==> src/design/lbr_pkg.sv <==
// Purpose: Shared constants and types for the remote loopback request block
// Assumes: 8-bit register port, FEAC words are 6 bits wide
// Notes:   FEAC code points and control bit placements are block-local choices
package lbr_pkg;

  localparam int NUM_CH = 28;

  // Register addresses
  localparam logic [5:0] ADDR_TX_REQ   = 6'h07;
  localparam logic [5:0] ADDR_RQ_A     = 6'h08;
  localparam logic [5:0] ADDR_RQ_B     = 6'h09;
  localparam logic [5:0] ADDR_RQ_C     = 6'h0A;
  localparam logic [5:0] ADDR_RQ_D     = 6'h0B;
  localparam logic [5:0] ADDR_FEAC_CTL = 6'h19;
  localparam logic [5:0] ADDR_INV_SEL  = 6'h20;

  // Field positions of the transmit request register
  localparam int TX_SEND_BIT   = 7;
  localparam int TX_METHOD_BIT = 6;
  localparam int TX_CONN_BIT   = 5;
  localparam int TX_TGT_LSB    = 0;
  localparam int TX_TGT_W      = 5;

  // Field positions of the feac control and inversion select registers
  localparam int FEAC_CLK_BIT = 0;
  localparam int INV_RX_CBIT  = 0;
  localparam int INV_RX_STUFF = 1;
  localparam int INV_TX_CBIT  = 2;
  localparam int INV_TX_STUFF = 3;

  // Reset values
  localparam logic [7:0] TX_REQ_RST   = 8'h00;
  localparam logic [7:0] FEAC_CTL_RST = 8'h00;
  localparam logic [7:0] INV_SEL_RST  = 8'h00;

  // Targets carried in the low bits of a request
  localparam logic [4:0] TGT_ALL = 5'h1D;
  localparam logic [4:0] TGT_DS3 = 5'h1E;
  localparam logic [4:0] TGT_MAX_CH = 5'h1C;

  // Feac command words; values are arbitrary
  localparam logic [5:0] FEAC_ACT   = 6'h3A;
  localparam logic [5:0] FEAC_DEACT = 6'h3B;

  // Occurrence counts
  localparam logic [2:0] RUN_LEN     = 3'h5;
  localparam logic [3:0] FEAC_REPEAT = 4'hA;

  typedef enum logic [1:0] {
    RX_IDLE  = 2'b00,
    RX_CMD   = 2'b01,
    RX_ARMED = 2'b11,
    RX_CHAN  = 2'b10
  } feac_rx_state_t;

  typedef enum logic [1:0] {
    TX_IDLE = 2'b00,
    TX_CMD  = 2'b01,
    TX_CHAN = 2'b11
  } feac_tx_state_t;

  // Target named by a feac channel word, zero when the word names none
  function automatic logic [4:0] word_target(input logic [5:0] w);
    word_target = (w != 6'h00 && w <= {1'b0, TGT_DS3}) ? w[4:0] : 5'h00;
  endfunction

endpackage

==> src/design/feac_if.sv <==
// Purpose: Carrier between the top block and its feac receive and send engines
// Assumes: All signals on clk
// Notes:   Event valid of the detector is a single-cycle pulse; ev_set and ev_tgt are levels
`timescale 1ns/1ps
interface feac_if;
  logic       rx_en;
  logic       rx_valid;
  logic [5:0] rx_word;
  logic       ev_valid;
  logic       ev_set;
  logic [4:0] ev_tgt;
  logic       tx_start;
  logic       tx_activate;
  logic [4:0] tx_tgt;
  logic       tx_busy;
  logic       tx_valid;
  logic [5:0] tx_word;
  logic       tx_ready;

  modport rx_det (input rx_en, rx_valid, rx_word, output ev_valid, ev_set, ev_tgt);
  modport tx_snd (input tx_start, tx_activate, tx_tgt, tx_ready,
                  output tx_busy, tx_valid, tx_word);
endinterface

==> src/design/ds3_remote_loopback_request.sv <==
// Purpose: Remote loopback request send and detect for a DS3/DS1 multiplexer
// Assumes: Register port, framer flags and observations all on clk
// Notes:   Flags never alter the data path; software acts on them
//
// Summary of operation
// - With method select 0 the connect field is ignored and the send bit starts or stops inversion.
// - A new single channel inversion request replaces the one being sent.
// - The all-channels command sends inversion requests on every channel at once.
// - Request flags sit in 08H-0BH with all at 08H bit 7, DS3 at 09H bit 7, channels interleaved.
// - In M13 mode a channel flag sets after five successive selected inversions.
// - The inversion kinds that count are chosen by the select bits at 20H.
// - A bit-pattern flag clears after five successive normal occurrences.
// - In C-bit mode five activate words then five channel words set a flag.
// - In C-bit mode five deactivate words then a channel word clear a flag.
// - In C-bit mode inversion detection keeps running beside feac detection.
// - Any number of channel flags may be set together.
// - Inversion detection runs only with DS2 and DS3 frame sync.
// - Feac detection runs only with DS3 sync and no DS3 AIS or idle.
// - All and DS3 flags never show in M13 mode.
`timescale 1ns/1ps
module ds3_remote_loopback_request #(
  parameter logic [3:0] FEAC_REPEAT = lbr_pkg::FEAC_REPEAT
) (
  input  wire logic        clk,
  input  wire logic        rst_n,
  input  wire logic        ce,
  input  wire logic [5:0]  addr,
  input  wire logic        wr_en,
  input  wire logic [7:0]  wr_data,
  input  wire logic        rd_en,
  output      logic [7:0]  rd_data,
  input  wire logic        cbit_mode,
  input  wire logic        ds2_sync,
  input  wire logic        ds3_sync,
  input  wire logic        ds3_ais,
  input  wire logic        ds3_idle,
  input  wire logic        obs_valid,
  input  wire logic [4:0]  obs_chan,
  input  wire logic        obs_cbit_inv,
  input  wire logic        obs_stuff_inv,
  input  wire logic        rx_feac_valid,
  input  wire logic [5:0]  rx_feac_word,
  output      logic [27:0] tx_inv_mask,
  output      logic        tx_inv_cbit,
  output      logic        tx_inv_stuff,
  output      logic        feac_clock_input_sel,
  output      logic        tx_feac_valid,
  output      logic [5:0]  tx_feac_word,
  input  wire logic        tx_feac_ready
);
  localparam int N = lbr_pkg::NUM_CH;

  feac_if fb ();

  logic [7:0]   tx_req_q;
  logic [7:0]   feac_ctl_q;
  logic [7:0]   inv_sel_q;
  logic [7:0]   rd_data_q;
  logic [N-1:0] tx_mask_q;
  logic [N-1:0] tx_mask_d;
  logic [N-1:0] inv_flag_q;
  logic [2:0]   inv_cnt_q [N];
  logic [N-1:0] feac_ch_q;
  logic         feac_all_q;
  logic         feac_ds3_q;
  logic [N-1:0] chan_flags;
  logic         rq_all;
  logic         rq_ds3;

  // Gathers the flags of every fourth channel, from offset r, for one status register
  function automatic logic [6:0] pick(input logic [N-1:0] f, input int r);
    logic [6:0] v;
    v = 7'h00;
    for (int b = 0; b < 7; b++) begin
      v[b] = f[4*b+r];
    end
    return v;
  endfunction

  // Register write decode
  logic       wr_tx;
  logic       wr_feac;
  logic       wr_inv;
  logic       w_send;
  logic       w_method;
  logic       w_conn;
  logic [4:0] w_tgt;
  logic       w_is_ch;
  assign wr_tx    = ce && wr_en && addr == lbr_pkg::ADDR_TX_REQ;
  assign wr_feac  = ce && wr_en && addr == lbr_pkg::ADDR_FEAC_CTL;
  assign wr_inv   = ce && wr_en && addr == lbr_pkg::ADDR_INV_SEL;
  assign w_send   = wr_data[lbr_pkg::TX_SEND_BIT];
  assign w_method = wr_data[lbr_pkg::TX_METHOD_BIT];
  assign w_conn   = wr_data[lbr_pkg::TX_CONN_BIT];
  assign w_tgt    = wr_data[lbr_pkg::TX_TGT_LSB +: lbr_pkg::TX_TGT_W];
  assign w_is_ch  = w_tgt != 5'h00 && w_tgt <= lbr_pkg::TGT_MAX_CH;

  // Inversion mask: one channel, all channels or none
  assign tx_mask_d = !w_send ? '0 :
                     (w_tgt == lbr_pkg::TGT_ALL) ? '1 :
                     w_is_ch ? N'(1) << (w_tgt - 5'h01) : '0;

  // Control registers and transmit mask
  always_ff @(posedge clk or negedge rst_n) begin
    if (!rst_n) begin
      tx_req_q   <= lbr_pkg::TX_REQ_RST;
      feac_ctl_q <= lbr_pkg::FEAC_CTL_RST;
      inv_sel_q  <= lbr_pkg::INV_SEL_RST;
      tx_mask_q  <= '0;
    end else begin
      if (wr_tx) begin
        tx_req_q <= wr_data;
      end
      if (wr_tx && !w_method) begin
        tx_mask_q <= tx_mask_d;
      end
      if (wr_feac) begin
        feac_ctl_q <= wr_data;
      end
      if (wr_inv) begin
        inv_sel_q <= wr_data;
      end
    end
  end

  assign tx_inv_mask          = tx_mask_q;
  assign tx_inv_cbit          = inv_sel_q[lbr_pkg::INV_TX_CBIT];
  assign tx_inv_stuff         = inv_sel_q[lbr_pkg::INV_TX_STUFF];
  assign feac_clock_input_sel = feac_ctl_q[lbr_pkg::FEAC_CLK_BIT];

  // Feac send path, started by a method select 1 write
  assign fb.tx_start    = wr_tx && w_method;
  assign fb.tx_activate = w_conn;
  assign fb.tx_tgt      = w_tgt;
  assign fb.tx_ready    = tx_feac_ready;
  assign tx_feac_valid  = fb.tx_valid;
  assign tx_feac_word   = fb.tx_word;

  feac_tx_sender #(.REPEAT(FEAC_REPEAT)) u_tx (
    .clk   (clk),
    .rst_n (rst_n),
    .ce    (ce),
    .bus   (fb)
  );

  // Inversion detection, qualified by frame sync in either mode
  logic       inv_ok;
  logic [4:0] obs_idx;
  logic       obs_hit;
  logic       obs_cond;
  logic       obs_differ;
  logic [2:0] obs_inc;
  assign inv_ok     = ds2_sync && ds3_sync;
  assign obs_idx    = obs_chan - 5'h01;
  assign obs_hit    = obs_valid && inv_ok && obs_chan != 5'h00 &&
                      obs_chan <= lbr_pkg::TGT_MAX_CH;
  assign obs_cond   = (inv_sel_q[lbr_pkg::INV_RX_CBIT] && obs_cbit_inv) ||
                      (inv_sel_q[lbr_pkg::INV_RX_STUFF] && obs_stuff_inv);
  assign obs_differ = obs_cond != inv_flag_q[obs_idx];
  assign obs_inc    = inv_cnt_q[obs_idx] + 3'h1;

  // Per-channel run counters toggle the flag after a full run
  always_ff @(posedge clk or negedge rst_n) begin
    if (!rst_n) begin
      for (int i = 0; i < N; i++) begin
        inv_cnt_q[i] <= 3'h0;
      end
      inv_flag_q <= '0;
    end else if (ce && !inv_ok) begin
      for (int i = 0; i < N; i++) begin
        inv_cnt_q[i] <= 3'h0;
      end
    end else if (ce && obs_hit) begin
      if (!obs_differ) begin
        inv_cnt_q[obs_idx] <= 3'h0;
      end else if (obs_inc == lbr_pkg::RUN_LEN) begin
        inv_cnt_q[obs_idx]  <= 3'h0;
        inv_flag_q[obs_idx] <= ~inv_flag_q[obs_idx];
      end else begin
        inv_cnt_q[obs_idx] <= obs_inc;
      end
    end
  end

  // Feac receive path, enabled only with clean DS3 framing
  assign fb.rx_en    = cbit_mode && ds3_sync && !ds3_ais && !ds3_idle;
  assign fb.rx_valid = rx_feac_valid;
  assign fb.rx_word  = rx_feac_word;

  feac_rx_detector u_rx (
    .clk   (clk),
    .rst_n (rst_n),
    .ce    (ce),
    .bus   (fb)
  );

  // Feac flags, each channel independent
  always_ff @(posedge clk or negedge rst_n) begin
    if (!rst_n) begin
      feac_ch_q  <= '0;
      feac_all_q <= 1'b0;
      feac_ds3_q <= 1'b0;
    end else if (ce && fb.ev_valid) begin
      if (fb.ev_tgt == lbr_pkg::TGT_ALL) begin
        feac_all_q <= fb.ev_set;
      end else if (fb.ev_tgt == lbr_pkg::TGT_DS3) begin
        feac_ds3_q <= fb.ev_set;
      end else begin
        feac_ch_q[fb.ev_tgt - 5'h01] <= fb.ev_set;
      end
    end
  end

  // Reported state merges both detectors
  assign chan_flags = inv_flag_q | feac_ch_q;
  assign rq_all     = feac_all_q && cbit_mode;
  assign rq_ds3     = feac_ds3_q && cbit_mode;

  // Read mux; status registers have no write path
  logic [7:0] rd_mux;
  assign rd_mux = (addr == lbr_pkg::ADDR_TX_REQ)   ? tx_req_q :
                  (addr == lbr_pkg::ADDR_RQ_A)     ? {rq_all, pick(chan_flags, 0)} :
                  (addr == lbr_pkg::ADDR_RQ_B)     ? {rq_ds3, pick(chan_flags, 1)} :
                  (addr == lbr_pkg::ADDR_RQ_C)     ? {1'b0, pick(chan_flags, 2)} :
                  (addr == lbr_pkg::ADDR_RQ_D)     ? {1'b0, pick(chan_flags, 3)} :
                  (addr == lbr_pkg::ADDR_FEAC_CTL) ? feac_ctl_q :
                  (addr == lbr_pkg::ADDR_INV_SEL)  ? inv_sel_q : 8'h00;

  // Read data register
  always_ff @(posedge clk or negedge rst_n) begin
    if (!rst_n) begin
      rd_data_q <= 8'h00;
    end else if (ce && rd_en) begin
      rd_data_q <= rd_mux;
    end
  end

  assign rd_data = rd_data_q;
endmodule // ds3_remote_loopback_request

==> src/design/feac_rx_detector.sv <==
// Purpose: Recognises feac connect and disconnect sequences
// Assumes: rx_valid marks one received feac word
// Notes:   Any unexpected word restarts the search
`timescale 1ns/1ps
module feac_rx_detector (
  input wire logic clk,
  input wire logic rst_n,
  input wire logic ce,
  feac_if.rx_det   bus
);
  lbr_pkg::feac_rx_state_t st_q;
  logic                    deact_q;
  logic [2:0]              cnt_q;
  logic [4:0]              tgt_q;
  logic                    is_cmd;
  logic                    w_deact;
  logic [4:0]              w_tgt;
  logic [2:0]              cnt_inc;
  logic                    take;

  // Word decoding
  assign w_deact = bus.rx_word == lbr_pkg::FEAC_DEACT;
  assign is_cmd  = w_deact || bus.rx_word == lbr_pkg::FEAC_ACT;
  assign w_tgt   = lbr_pkg::word_target(bus.rx_word);
  assign cnt_inc = cnt_q + 3'h1;
  assign take    = ce && bus.rx_en && bus.rx_valid && !is_cmd && w_tgt != 5'h00;

  // Disconnect ends on one channel word, connect on a run of them
  assign bus.ev_valid = take && ((st_q == lbr_pkg::RX_ARMED && deact_q) ||
                        (st_q == lbr_pkg::RX_CHAN && !deact_q && w_tgt == tgt_q &&
                         cnt_inc == lbr_pkg::RUN_LEN));
  assign bus.ev_set   = !deact_q;
  assign bus.ev_tgt   = w_tgt;

  // Sequence tracking
  always_ff @(posedge clk or negedge rst_n) begin
    if (!rst_n) begin
      st_q    <= lbr_pkg::RX_IDLE;
      deact_q <= 1'b0;
      cnt_q   <= 3'h0;
      tgt_q   <= 5'h00;
    end else if (ce && !bus.rx_en) begin
      st_q  <= lbr_pkg::RX_IDLE;
      cnt_q <= 3'h0;
    end else if (ce && bus.rx_valid && is_cmd) begin
      if ((st_q == lbr_pkg::RX_CMD || st_q == lbr_pkg::RX_ARMED) && w_deact == deact_q) begin
        if (st_q == lbr_pkg::RX_CMD) begin
          cnt_q <= cnt_inc;
          if (cnt_inc == lbr_pkg::RUN_LEN) begin
            st_q <= lbr_pkg::RX_ARMED;
          end
        end
      end else begin
        st_q    <= lbr_pkg::RX_CMD;
        deact_q <= w_deact;
        cnt_q   <= 3'h1;
      end
    end else if (ce && bus.rx_valid) begin
      unique case (st_q)
        lbr_pkg::RX_ARMED, lbr_pkg::RX_CHAN: begin
          if (w_tgt == 5'h00 || deact_q || bus.ev_valid) begin
            st_q <= lbr_pkg::RX_IDLE;
          end else if (st_q == lbr_pkg::RX_CHAN && w_tgt == tgt_q) begin
            cnt_q <= cnt_inc;
          end else begin
            st_q  <= lbr_pkg::RX_CHAN;
            tgt_q <= w_tgt;
            cnt_q <= 3'h1;
          end
        end
        lbr_pkg::RX_IDLE, lbr_pkg::RX_CMD: begin
          st_q <= lbr_pkg::RX_IDLE;
        end
      endcase
    end
  end
endmodule // feac_rx_detector

==> src/design/feac_tx_sender.sv <==
// Purpose: Sends a double-word feac request, each word repeated
// Assumes: tx_ready from the framer on clk
// Notes:   A start while busy is ignored
`timescale 1ns/1ps
module feac_tx_sender #(
  parameter logic [3:0] REPEAT = lbr_pkg::FEAC_REPEAT
) (
  input wire logic clk,
  input wire logic rst_n,
  input wire logic ce,
  feac_if.tx_snd   bus
);
  lbr_pkg::feac_tx_state_t st_q;
  logic [5:0]              word_q;
  logic [5:0]              chan_q;
  logic [3:0]              cnt_q;
  logic                    beat;
  logic                    last;

  assign bus.tx_busy  = st_q != lbr_pkg::TX_IDLE;
  assign bus.tx_valid = bus.tx_busy;
  assign bus.tx_word  = word_q;
  assign beat         = ce && bus.tx_valid && bus.tx_ready;
  assign last         = cnt_q + 4'h1 == REPEAT;

  // Command word run, then channel word run
  always_ff @(posedge clk or negedge rst_n) begin
    if (!rst_n) begin
      st_q   <= lbr_pkg::TX_IDLE;
      word_q <= 6'h00;
      chan_q <= 6'h00;
      cnt_q  <= 4'h0;
    end else if (ce && st_q == lbr_pkg::TX_IDLE && bus.tx_start) begin
      st_q   <= lbr_pkg::TX_CMD;
      word_q <= bus.tx_activate ? lbr_pkg::FEAC_ACT : lbr_pkg::FEAC_DEACT;
      chan_q <= {1'b0, bus.tx_tgt};
      cnt_q  <= 4'h0;
    end else if (beat) begin
      cnt_q <= last ? 4'h0 : cnt_q + 4'h1;
      if (last) begin
        st_q   <= (st_q == lbr_pkg::TX_CMD) ? lbr_pkg::TX_CHAN : lbr_pkg::TX_IDLE;
        word_q <= chan_q;
      end
    end
  end
endmodule // feac_tx_sender

==> config.mk <==
export PLATFORM = sky130hd
export DESIGN_NAME = ds3_remote_loopback_request
export DESIGN_NICKNAME = d
export VERILOG_FILES = /design/src/design/lbr_pkg.sv /design/src/design/feac_if.sv /design/src/design/ds3_remote_loopback_request.sv /design/src/design/feac_rx_detector.sv /design/src/design/feac_tx_sender.sv
export SDC_FILE = /design/constraint.sdc
export NUM_CORES = 1
export LEC_CHECK = 0
export ABC_AREA = 0
export BUFFER_PORTS_ARGS = -buffer_cell sky130_fd_sc_hd__clkbuf_2
export CORE_ASPECT_RATIO = 0.9
export CORE_MARGIN = 4
export CORE_UTILIZATION = 30
export DETAILED_ROUTE_END_ITERATION = 8
export PLACE_DENSITY_LB_ADDON = 0.08
export SETUP_SLACK_MARGIN = 0.3
export SLEW_MARGIN = 15
export SYNTH_ARGS = -nofsm -noshare
export SYNTH_HDL_FRONTEND = slang
export SYNTH_SLANG_ARGS = --single-unit
==> constraint.sdc <==
create_clock -name clk -period 3.36 [get_ports clk]
set_input_delay 0.504 -clock clk [delete_from_list [all_inputs] [get_ports clk]]
set_output_delay 0.504 -clock clk [all_outputs]
set_load 0.01 [all_outputs]
# Word-level counts from Yosys, hierarchy flattened

Index checks and enable logic that the tools add are counted.

Register bits: 230
Input bits: 40
Output and inout bits: 46
Logic and storage cells: 238

Add/sub/neg operators: 6
$lt $le $gt $ge: 9
Equal/unequal tests: 26
Shift operators: 1
Multiplexer cells: 57
Bitwise operators: 13
Reduce and logical (&&, ||, !) cells: 81

Operators by type and width:

| kind                                                | number |
|---|---|
| two-way mux 84 bit                                  | 4 |
| AND 84 bit                                          | 1 |
| bitwise mux 84 bit                                  | 1 |
| two-way mux 28 bit                                  | 3 |
| inverter 84 bit                                     | 1 |
| bitwise mux 28 bit                                  | 2 |
| two-way mux 8 bit                                   | 7 |
| logical AND 1 bit                                   | 44 |
| two-way mux 3 bit                                   | 11 |
| bitwise OR 28 bit                                   | 1 |
| left shift 1 x 5 -> 28 bit (first input constant)   | 1 |
| == test 6 x 4 -> 1 bit (second input constant)      | 4 |
| two-way mux 2 bit                                   | 12 |
| == test 6 bit (second input constant)               | 3 |
| two-way mux 6 bit                                   | 3 |
| binary-select mux 3 bit (select 5 bit)              | 1 |
| demux 3 bit (select 5 bit)                          | 1 |
| == test 5 bit (second input constant)               | 3 |
| nonzero test 5 bit                                  | 3 |
| subtractor 5 x 1 -> 5 bit (second input constant)   | 3 |
| < comparator 5 x 6 -> 1 bit (second input constant) | 2 |
| two-way mux 4 bit                                   | 3 |
| AND reduction 4 bit                                 | 3 |
| demux 1 bit (select 5 bit)                          | 2 |
| 37 further kinds                                    | 74 |

# Logic depth before layout (Yosys ltp)

Gate-level depths: netlist (run 1).

Word-level depth: 14
Mapped depth: 20
Gate-level depth less buffers: 14

# By module

From an unflattened synthesis (run 1), not the netlist that was laid out.

Cell total of the unflattened synthesis: 1,232
Area total of the unflattened synthesis: 12,532.0 um2

By module, submodules not included:

| module                      | times used | cells each | area an instance (um2) | sequential area each (um2) |
|---|---|---|---|---|
| ds3_remote_loopback_request | 1          | 1,048      | 10,784.1               | 5,054.8 |
| feac_tx_sender              | 1          | 91         | 902.1                  | 425.4 |
| feac_rx_detector            | 1          | 93         | 845.8                  | 275.3 |

# Worst setup path after synthesis (run 1)

OpenSTA, ideal clock, no wires.

Path kind: input to register
Start: input obs_chan[0]
End: register inv_cnt_q[16] in the netlist's numbering
Setup time: 0.135 ns
Data arrival time: 4.503 ns
Data required time: 3.225 ns
Setup slack: -1.278 ns
Stages: 18
Buffers on the path: 7
Cell sequence: buf_4 > buf_4 > buf_2 > inv_1 > ha_1 > buf_2 > buf_1 > buf_1 > mux4_2 > a22o_1 > a221oi_2 > inv_1 > ha_1 > nand2b_1 > mux2_2 > nand3_1 > clkbuf_1 > o21ai_0

Longest elaborated chain between the ends: 12
Elaborated cells on any way between the ends: 28
Those cells by class: add/sub (2); order compare (3); eq/ne (2); mux (12); bitwise (3); reduce/logical (6)

Ends and longest elaborated chain:

| what                                                                               | line                               | RTL |
|---|---|---|
| start, declared                                                                    | ds3_remote_loopback_request.sv:38  | `input wire logic [4:0] obs_chan,` |
| parallel branches: the longest is 12 deep, another holds subtractor 5 x 1 -> 5 bit | n/a                                |  |
| end signal, assigned by index                                                      | ds3_remote_loopback_request.sv:180 | `inv_cnt_q[obs_idx] <= obs_inc;` |
| end, declared                                                                      | ds3_remote_loopback_request.sv:62  | `logic [2:0] inv_cnt_q [N];` |

Parallel ways; which one is timed is not known. The select of a mux whose other input is x is not followed.
A chain may end at the register's enable or synchronous reset.

# Final worst setup path (run 1)

Start: input obs_chan[1]
End: register inv_flag_q[2]

Longest elaborated chain between the ends: 8
Elaborated cells on any way between the ends: 23
Those cells by class: add/sub (2); order compare (3); eq/ne (2); mux (8); bitwise (2); reduce/logical (6)

Ends and longest elaborated chain:

| what                                                  | line                               | RTL |
|---|---|---|
| subtractor 5 x 1 -> 5 bit                             | ds3_remote_loopback_request.sv:154 | `assign obs_idx = obs_chan - 5'h01;` |
| inverter 5 -> 6 bit (implied by the code)             | ds3_remote_loopback_request.sv:160 | `assign obs_inc = inv_cnt_q[obs_idx] + 3'h1;` |
| binary-select mux 3 bit (select 5 bit)                | ds3_remote_loopback_request.sv:160 |  |
| two-way mux 3 bit (implied by the code) (2 in series) | ds3_remote_loopback_request.sv:160 |  |
| adder 3 x 1 -> 3 bit                                  | ds3_remote_loopback_request.sv:160 |  |
| == test 3 bit                                         | ds3_remote_loopback_request.sv:176 | `end else if (obs_inc == lbr_pkg::RUN_LEN) begin` |
| AND reduction 4 bit (no line)                         | n/a                                |  |
| end signal, assigned by index                         | ds3_remote_loopback_request.sv:178 | `inv_flag_q[obs_idx] <= ~inv_flag_q[obs_idx];` |
| end, declared                                         | ds3_remote_loopback_request.sv:61  | `logic [N-1:0] inv_flag_q;` |

Several ways; a longest one is shown, not always the timed one. The select of a mux whose other input is x is not followed.

==> out/qor.csv, run 1 <==
metric,value,unit
status,completed,
core_area,39710,µm²
crit_start,obs_chan[1],
grt_pass1_vias,10000,
clock-sinks,230,
finalHoldViolations,0,
setup.worst_path.class,input port to flop,
min-delay-start,wr_data[5],
power_leakage,6.872,nW
syn_inst,1255,
cp.required,3.80,ns
clk_latency,0.57,ns
cts_tree,done,
synthArstFlopShare,1.000,
dpl.hpwl,28240,µm
htree_levels,1,
root_buffer,clkbuf_16,
maxCapViolations,0,
die_h,198.8,µm
synth-edff-count,0,
min_delay_worst_endpoint,feac_ctl_q[5],
ys_ff_latch,230,
antenna_found_initial,0,
cp.arrival,3.41,ns
yosys.area.top_type_share,0.4743,
p_per_area,461.8,nW/µm²
grt_max_degree,79,
cts_buffers,29,
finalNonFillerCells,1950,
yosys_warnings,0,
slew_headroom,0.4786,
r2r_setup_slack,0.41,ns
via_count,10110,
fin_skew,0.02277,ns
tns,0,ns
power,6.990,mW
reg2reg_depth,12,
n_fill_cell,4078,
postRouteAntennaNets,0,
grt_pass1_wl,61310,µm
place_inst,1887,
yosysTopAreaCell,dfrtp_1,
r2r_start,inv_cnt_q[33],
grt_usage,0.1793,
dpl-instance-area,13890,µm²
fin_crit,2.979,ns
synth-seq-area-share,0.4743,
finalCritPeriodShare,0.8865,
final_area,15140,µm²
antenna_cells,0,
fp.dieW,220.0,µm
gp_congestion,0.8430,
rsz0062_at_grt,false,
netlist_top_cells_count,"dfrtp_1, nand2_1, o21ai_0",
critPathLaunchType,input port,
wire_per_inst,20.33,µm
via_per_inst,5.184,
rows,69,
syn_area_per_cell,9.669,µm²
worstPathMaxFanout,13,
wl,39630,µm
nets,1446,
layout-area-overhead-vs-synth,24.75,%
irDropWorstVdd,367.5,µV
crit_path_end_kind,flop,
drt-initial-drc-count,683,
hold_depth,2,
setup_viol,0,
tightest_slew,0.7813,ns
die_area,43730,µm²
slew_violations,0,
cts_buffer_depth,3,
synth_area,12130,µm²
synth_cell_types,74,
io_pins,86,
timing.rr.end,inv_flag_q[2],
fmax,0.3357,GHz
synth.most_common_cell,dfrtp_1,
start_util,0.3055,
clkTransAtPathRegs,0.06,ns
overflow,0,
hold_path_class,input port to flop,
drc,0,
drive_gt1_frac,0.2525,
synthTopCellsByArea,"dfrtp_1, o21ai_0, nand2_1, mux4_2, mux2_2",
synth_top_flop_cell,dfrtp_1,
port_buffers,85,
syn_nets,1306,
drt_pass1_iterations,7,
whs,0.2728,ns
==> sequential cells by signal, summed over array words and instances, names as in the netlist, 6 cells and up <==
register          flops
inv_cnt_q            84
feac_ch_q            28
inv_flag_q           28
tx_inv_mask          28
feac_ctl_q            8
inv_sel_q             8
rd_data               8
tx_req_q              8
u_tx.bus.tx_word      6
==> worst max-delay path by stage <==
stage / to / slack, ns / cells after the start
floorplan: inv_flag_q[6] / -0.24 / 19
detailed placement: inv_flag_q[13] / -0.29 / 13
global route: inv_flag_q[18] / 0.28 / 12
global placement: inv_flag_q[18] / -0.23 / 13
finish: inv_flag_q[2] / 0.38 / 15
CTS: inv_flag_q[13] / 0.32 / 14
==> where the power goes <==
group | internal (mW) | total, mW | switching [mW] | leakage [nW]
logic | 0.365 | 0.915 | 0.549 | 3.19
registers | 2.82 | 2.86 | 0.0397 | 3.19
clock network | 1.97 | 3.22 | 1.25 | 0.488
==> area by class of cell <==
cell class | instances | area, µm² | area share
tap | 532 | 665.6 | 0.04397
clock buffer | 44 | 852.1 | 0.05629
sequential | 230 | 5756 | 0.3802
multi-input combinational | 893 | 5991 | 0.3958
inverter | 41 | 163.9 | 0.01083
timing repair buffer | 200 | 1577 | 0.1041
clock inverter | 10 | 132.6 | 0.008762
==> kinds of logic after synthesis <==
kind of cell               Yosys count  synth area share
xor gates and xnor gates            15           0.01145
DFF                                230            0.4743
and+or+nand+nor                    491            0.1969
adders and majority gates           11           0.01134
buffers and inverters              132           0.04465
muxes                              108            0.1236
AOI/OAI and AO/OA                  268            0.1377
==> what timing repair did <==
item                       in CTS  in global routing
setup endpoints to repair       1                112
hold endpoints to repair       73                  0
gates resized for setup         2                 29
pin swaps                       0                  9
hold buffers                    1                  0
gates cloned                    0                  4
setup buffers                   0                  4
==> placed cells by master (no fill, tap or decap), drive strengths merged, types with 5 or more instances in the layout <==
cell      n
a21o      5
a21oi    25
a221oi   18
a22oi     7
a31oi    12
and2      8
and3     17
buf     114
clkbuf  129
clkinv    6
dfrtp   230
ha       11
inv      42
mux2     72
mux2i    10
mux4     26
nand2   157
nand2b   11
nand3   115
nand4    44
nor2     59
nor2b    17
nor3     36
o21ai   149
o31ai    13
o41ai     7
xnor2     9
xor2      6
==> metal layers <==
layer  global-route usage  up-vias  part of all wire
met1               0.2759     5021              0.51
met3              0.02169       49             0.035
met2               0.2721      178              0.44
met5                    0        -                 0
li1                     -     4861                 -
met4              0.03605        0             0.018
==> metrics by stage <==
step | util | setup slack, ns
after global placement | 0.3497 | -0.2287
after floorplan | - | -0.2449
after detailed placement | 0.3497 | -0.2893
after global routing | 0.3812 | 0.2751
final | 0.3812 | 0.3814
after CTS | 0.3749 | 0.3178
==> worst max-delay path, stage by stage <==
cell and delay [ns]:
buf_4 0.12, inv_4 0.05, ha_4 0.40, mux4_2 0.40, nand3_1 0.12, nand3_2 0.08, a22o_4 0.26, a221oi_4 0.25
inv_2 0.08, ha_4 0.19, xor2_4 0.19, buf_6 0.16, clkbuf_16 0.16, nand4_1 0.09, mux2_2 0.33
Power figures use the tool's default switching activity.
==> run 2, diff against run 1 <==
--- a/config.mk
+++ b/config.mk
@@ -14,5 +14,4 @@
 export PLACE_DENSITY_LB_ADDON = 0.08
 export SETUP_SLACK_MARGIN = 0.3
-export SLEW_MARGIN = 15
 export SYNTH_ARGS = -nofsm -noshare
 export SYNTH_HDL_FRONTEND = slang
==> constraint.sdc (replaced) <==
create_clock -name clk -period 3.36 [get_ports clk]
set_input_delay 1.008 -clock clk [delete_from_list [all_inputs] [get_ports clk]]
set_output_delay 1.008 -clock clk [all_outputs]
set_load 0.01 [all_outputs]
==> out/qor.csv, run 2 (synthesized netlist as in run 1, its figures left out) <==
metric,value,unit,change
final_util,0.4110,,+0.02987
fp.dieW,220.0,µm,unchanged
switching_share,0.2705,,+0.008082
path_depth,16,,+1
clk_latency,0.56,ns,about the same
rows,69,,unchanged
layout-area-overhead-vs-synth,34.52,%,
worstPathMaxFanout,7,,-6
drt_pass1_iterations,5,,-2
htree_levels,1,,unchanged
finalHoldViolations,0,,unchanged
cp.required,3.80,ns,about the same
largest_register_ffs,84,,unchanged
seqPwrFrac,0.408,,about the same
slew_headroom,0.5285,,+0.04989
crit_start,obs_chan[0],,
power,7.000,mW,+0.15%
final_area,16320,µm²,+7.8%
wl,41430,µm,+4.5%
cpLargestDelayFamily,buffers and inverters,,
antenna_cells,0,,unchanged
maxCapViolations,0,,unchanged
critical-path-max-stage-delay,0.35,ns,-0.05 ns
regArea,5756,µm²,unchanged
io_pins,86,,unchanged
clkTransAtPathRegs,0.06,ns,about the same
crit_buf_inv,6,,+1
overflow,0,,unchanged
setup.worst_path.class,input port to flop,,
multi_input_area,6440,µm²,+7.5%
finalCritPeriodShare,0.9992,,+0.1127
nets,1517,,+4.9%
finalNonFillerCells,2015,,+3.3%
cp_cell_sequence,clkbuf_16 > inv_8 > ha_4 > buf_12 > mux4_2 > nand3_2 > nand3_2 > a22o_1 > a221oi_2 > inv_1 > ha_4 > xor2_4 > buf_6 > clkbuf_16 > nand4_1 > mux2_2,,
root_buffer,clkbuf_16,,
p_per_area,428.8,nW/µm²,-7.1%
via_count,10540,,+4.3%
postRouteAntennaNets,0,,unchanged
fin_ws,0.002752,ns,-0.3787 ns
antenna_found_initial,0,,unchanged
grt_pass1_wl,64980,µm,+6.0%
grt_usage,0.1890,,+0.009771
reg2reg_depth,12,,unchanged
setup_viol,0,,unchanged
core_area,39710,µm²,unchanged
status,completed,,
crit_path_end_kind,flop,,
irDropWorstVdd,358.5,µV,-2.5%
grt_max_degree,60,,-24%
regMostFlops,inv_cnt_q,,
n_fill_cell,3920,,-3.9%
drive_gt1_frac,0.3621,,+0.1096
final_cell_mix,"dfrtp_1, nand2_1, buf_4",,
p_clk_frac,0.429,,-0.031
grt_pass1_vias,10660,,+6.5%
p_int,5.106,mW,-0.95%
fmax,0.2979,GHz,-11%
drt-initial-drc-count,771,,+13%
dpl.hpwl,28830,µm,+2.1%
drc,0,,unchanged
hold_buffers,0,,-1
gp_congestion,0.8469,,+0.46%
tns,0,ns,unchanged
crit_path_top_delay_cell,mux4_2,,
fin_crit,3.357,ns,+0.3787 ns
power_switching,1.894,mW,+3.2%
fin_skew,0.02283,ns,+0.00005980 ns
clock-sinks,230,,unchanged
critPathLaunchType,input port,,
cp.arrival,3.80,ns,+0.39 ns
rsz0062_at_grt,true,,
r2r_start,inv_cnt_q[57],,
via_per_inst,5.231,,+0.91%
tightest_slew,0.7065,ns,-0.07476 ns
r2r_setup_slack,0.46,ns,+0.05 ns
start_util,0.3055,,unchanged
slew_violations,0,,unchanged
port_buffers,85,,unchanged
timing.rr.end,inv_flag_q[26],,
wire_per_inst,20.56,µm,+1.2%
place_inst,1937,,+2.6%
dp_slack,-0.6973,ns,-0.4080 ns
combPwrFrac,0.163,,+0.032
crit_end,inv_flag_q[26],,
die_area,43730,µm²,unchanged
die_h,198.8,µm,unchanged
layout_commonest_cell,dfrtp_1,,
power_leakage,7.478,nW,+8.8%
cts_tree,done,,
whs,0.4030,ns,+0.1302 ns
cts_buffers,28,,-3.4%
hold_path_class,input port to asynchronous set/reset pin,,
cts_buffer_depth,3,,unchanged
dpl-instance-area,14290,µm²,+2.9%
## run 2: cell count changes in the layout (fill, tap and decap cells not counted), moves of 7 or more
cell / delta
o21ai_2: +66
buf_4: +49
o21ai_1: -33
mux2_4: +14
clkbuf_1: -7
o21ai_0: -34
buf_6: +8
mux2_1: -15
## run 2: power groups by stage
| stage | logic [mW] | clock network, mW | registers (mW) |
|---|---|---|---|
| 3_5_place_dp | 0.849 | 0 | 2.91 |
| 4_1_cts | 1.03 | 3.09 | 2.86 |
| 3_3_place_gp | 0.853 | 0 | 2.91 |
| 2_1_floorplan | 0.446 | 0 | 2.90 |
| 5_1_grt | 1.23 | 3.20 | 2.86 |
| 6_report | 1.14 | 3.00 | 2.86 |
## run 2: how the worst min path moves through the flow
stage	cells past startpoint	to	from
2_1_floorplan	2	u_tx.chan_q[2]	u_tx.chan_q[2]
3_3_place_gp	2	u_tx.bus.tx_word[3]	u_tx.bus.tx_word[3]
3_5_place_dp	2	u_tx.bus.tx_word[3]	u_tx.bus.tx_word[3]
4_1_cts	1	tx_inv_mask[0]	rst_n
5_1_grt	1	tx_inv_mask[25]	rst_n
6_report	1	tx_inv_mask[16]	rst_n
## run 2: what timing repair did
action | CTS | global route
hold endpoints to repair | 0 | 0
setup buffers | 17 | 3
cloned | 4 | 7
endpoints found under the setup margin | 112 | 112
pin swaps | 26 | 29
gates resized for setup | 78 | 120
## run 2: metal layers
layer | global-route usage | routed length (µm) | share of wire | vias up
met3 | 0.02291 | 1538 | 0.037 | 34
met4 | 0.03140 | 481 | 0.012 | 0
met5 | 0 | 0 | 0 | -
li1 | - | - | - | 5018
met1 | 0.2946 | 21070 | 0.51 | 5313
met2 | 0.2857 | 18340 | 0.44 | 176
## run 2: layout make-up
class | instances | area share
clock buffer | 37 | 0.05059
timing repair buffer | 272 | 0.1466
sequential | 230 | 0.3526
tap | 532 | 0.04078
inverter | 41 | 0.01035
clock inverter | 10 | 0.004599
multi-input combinational | 893 | 0.3945
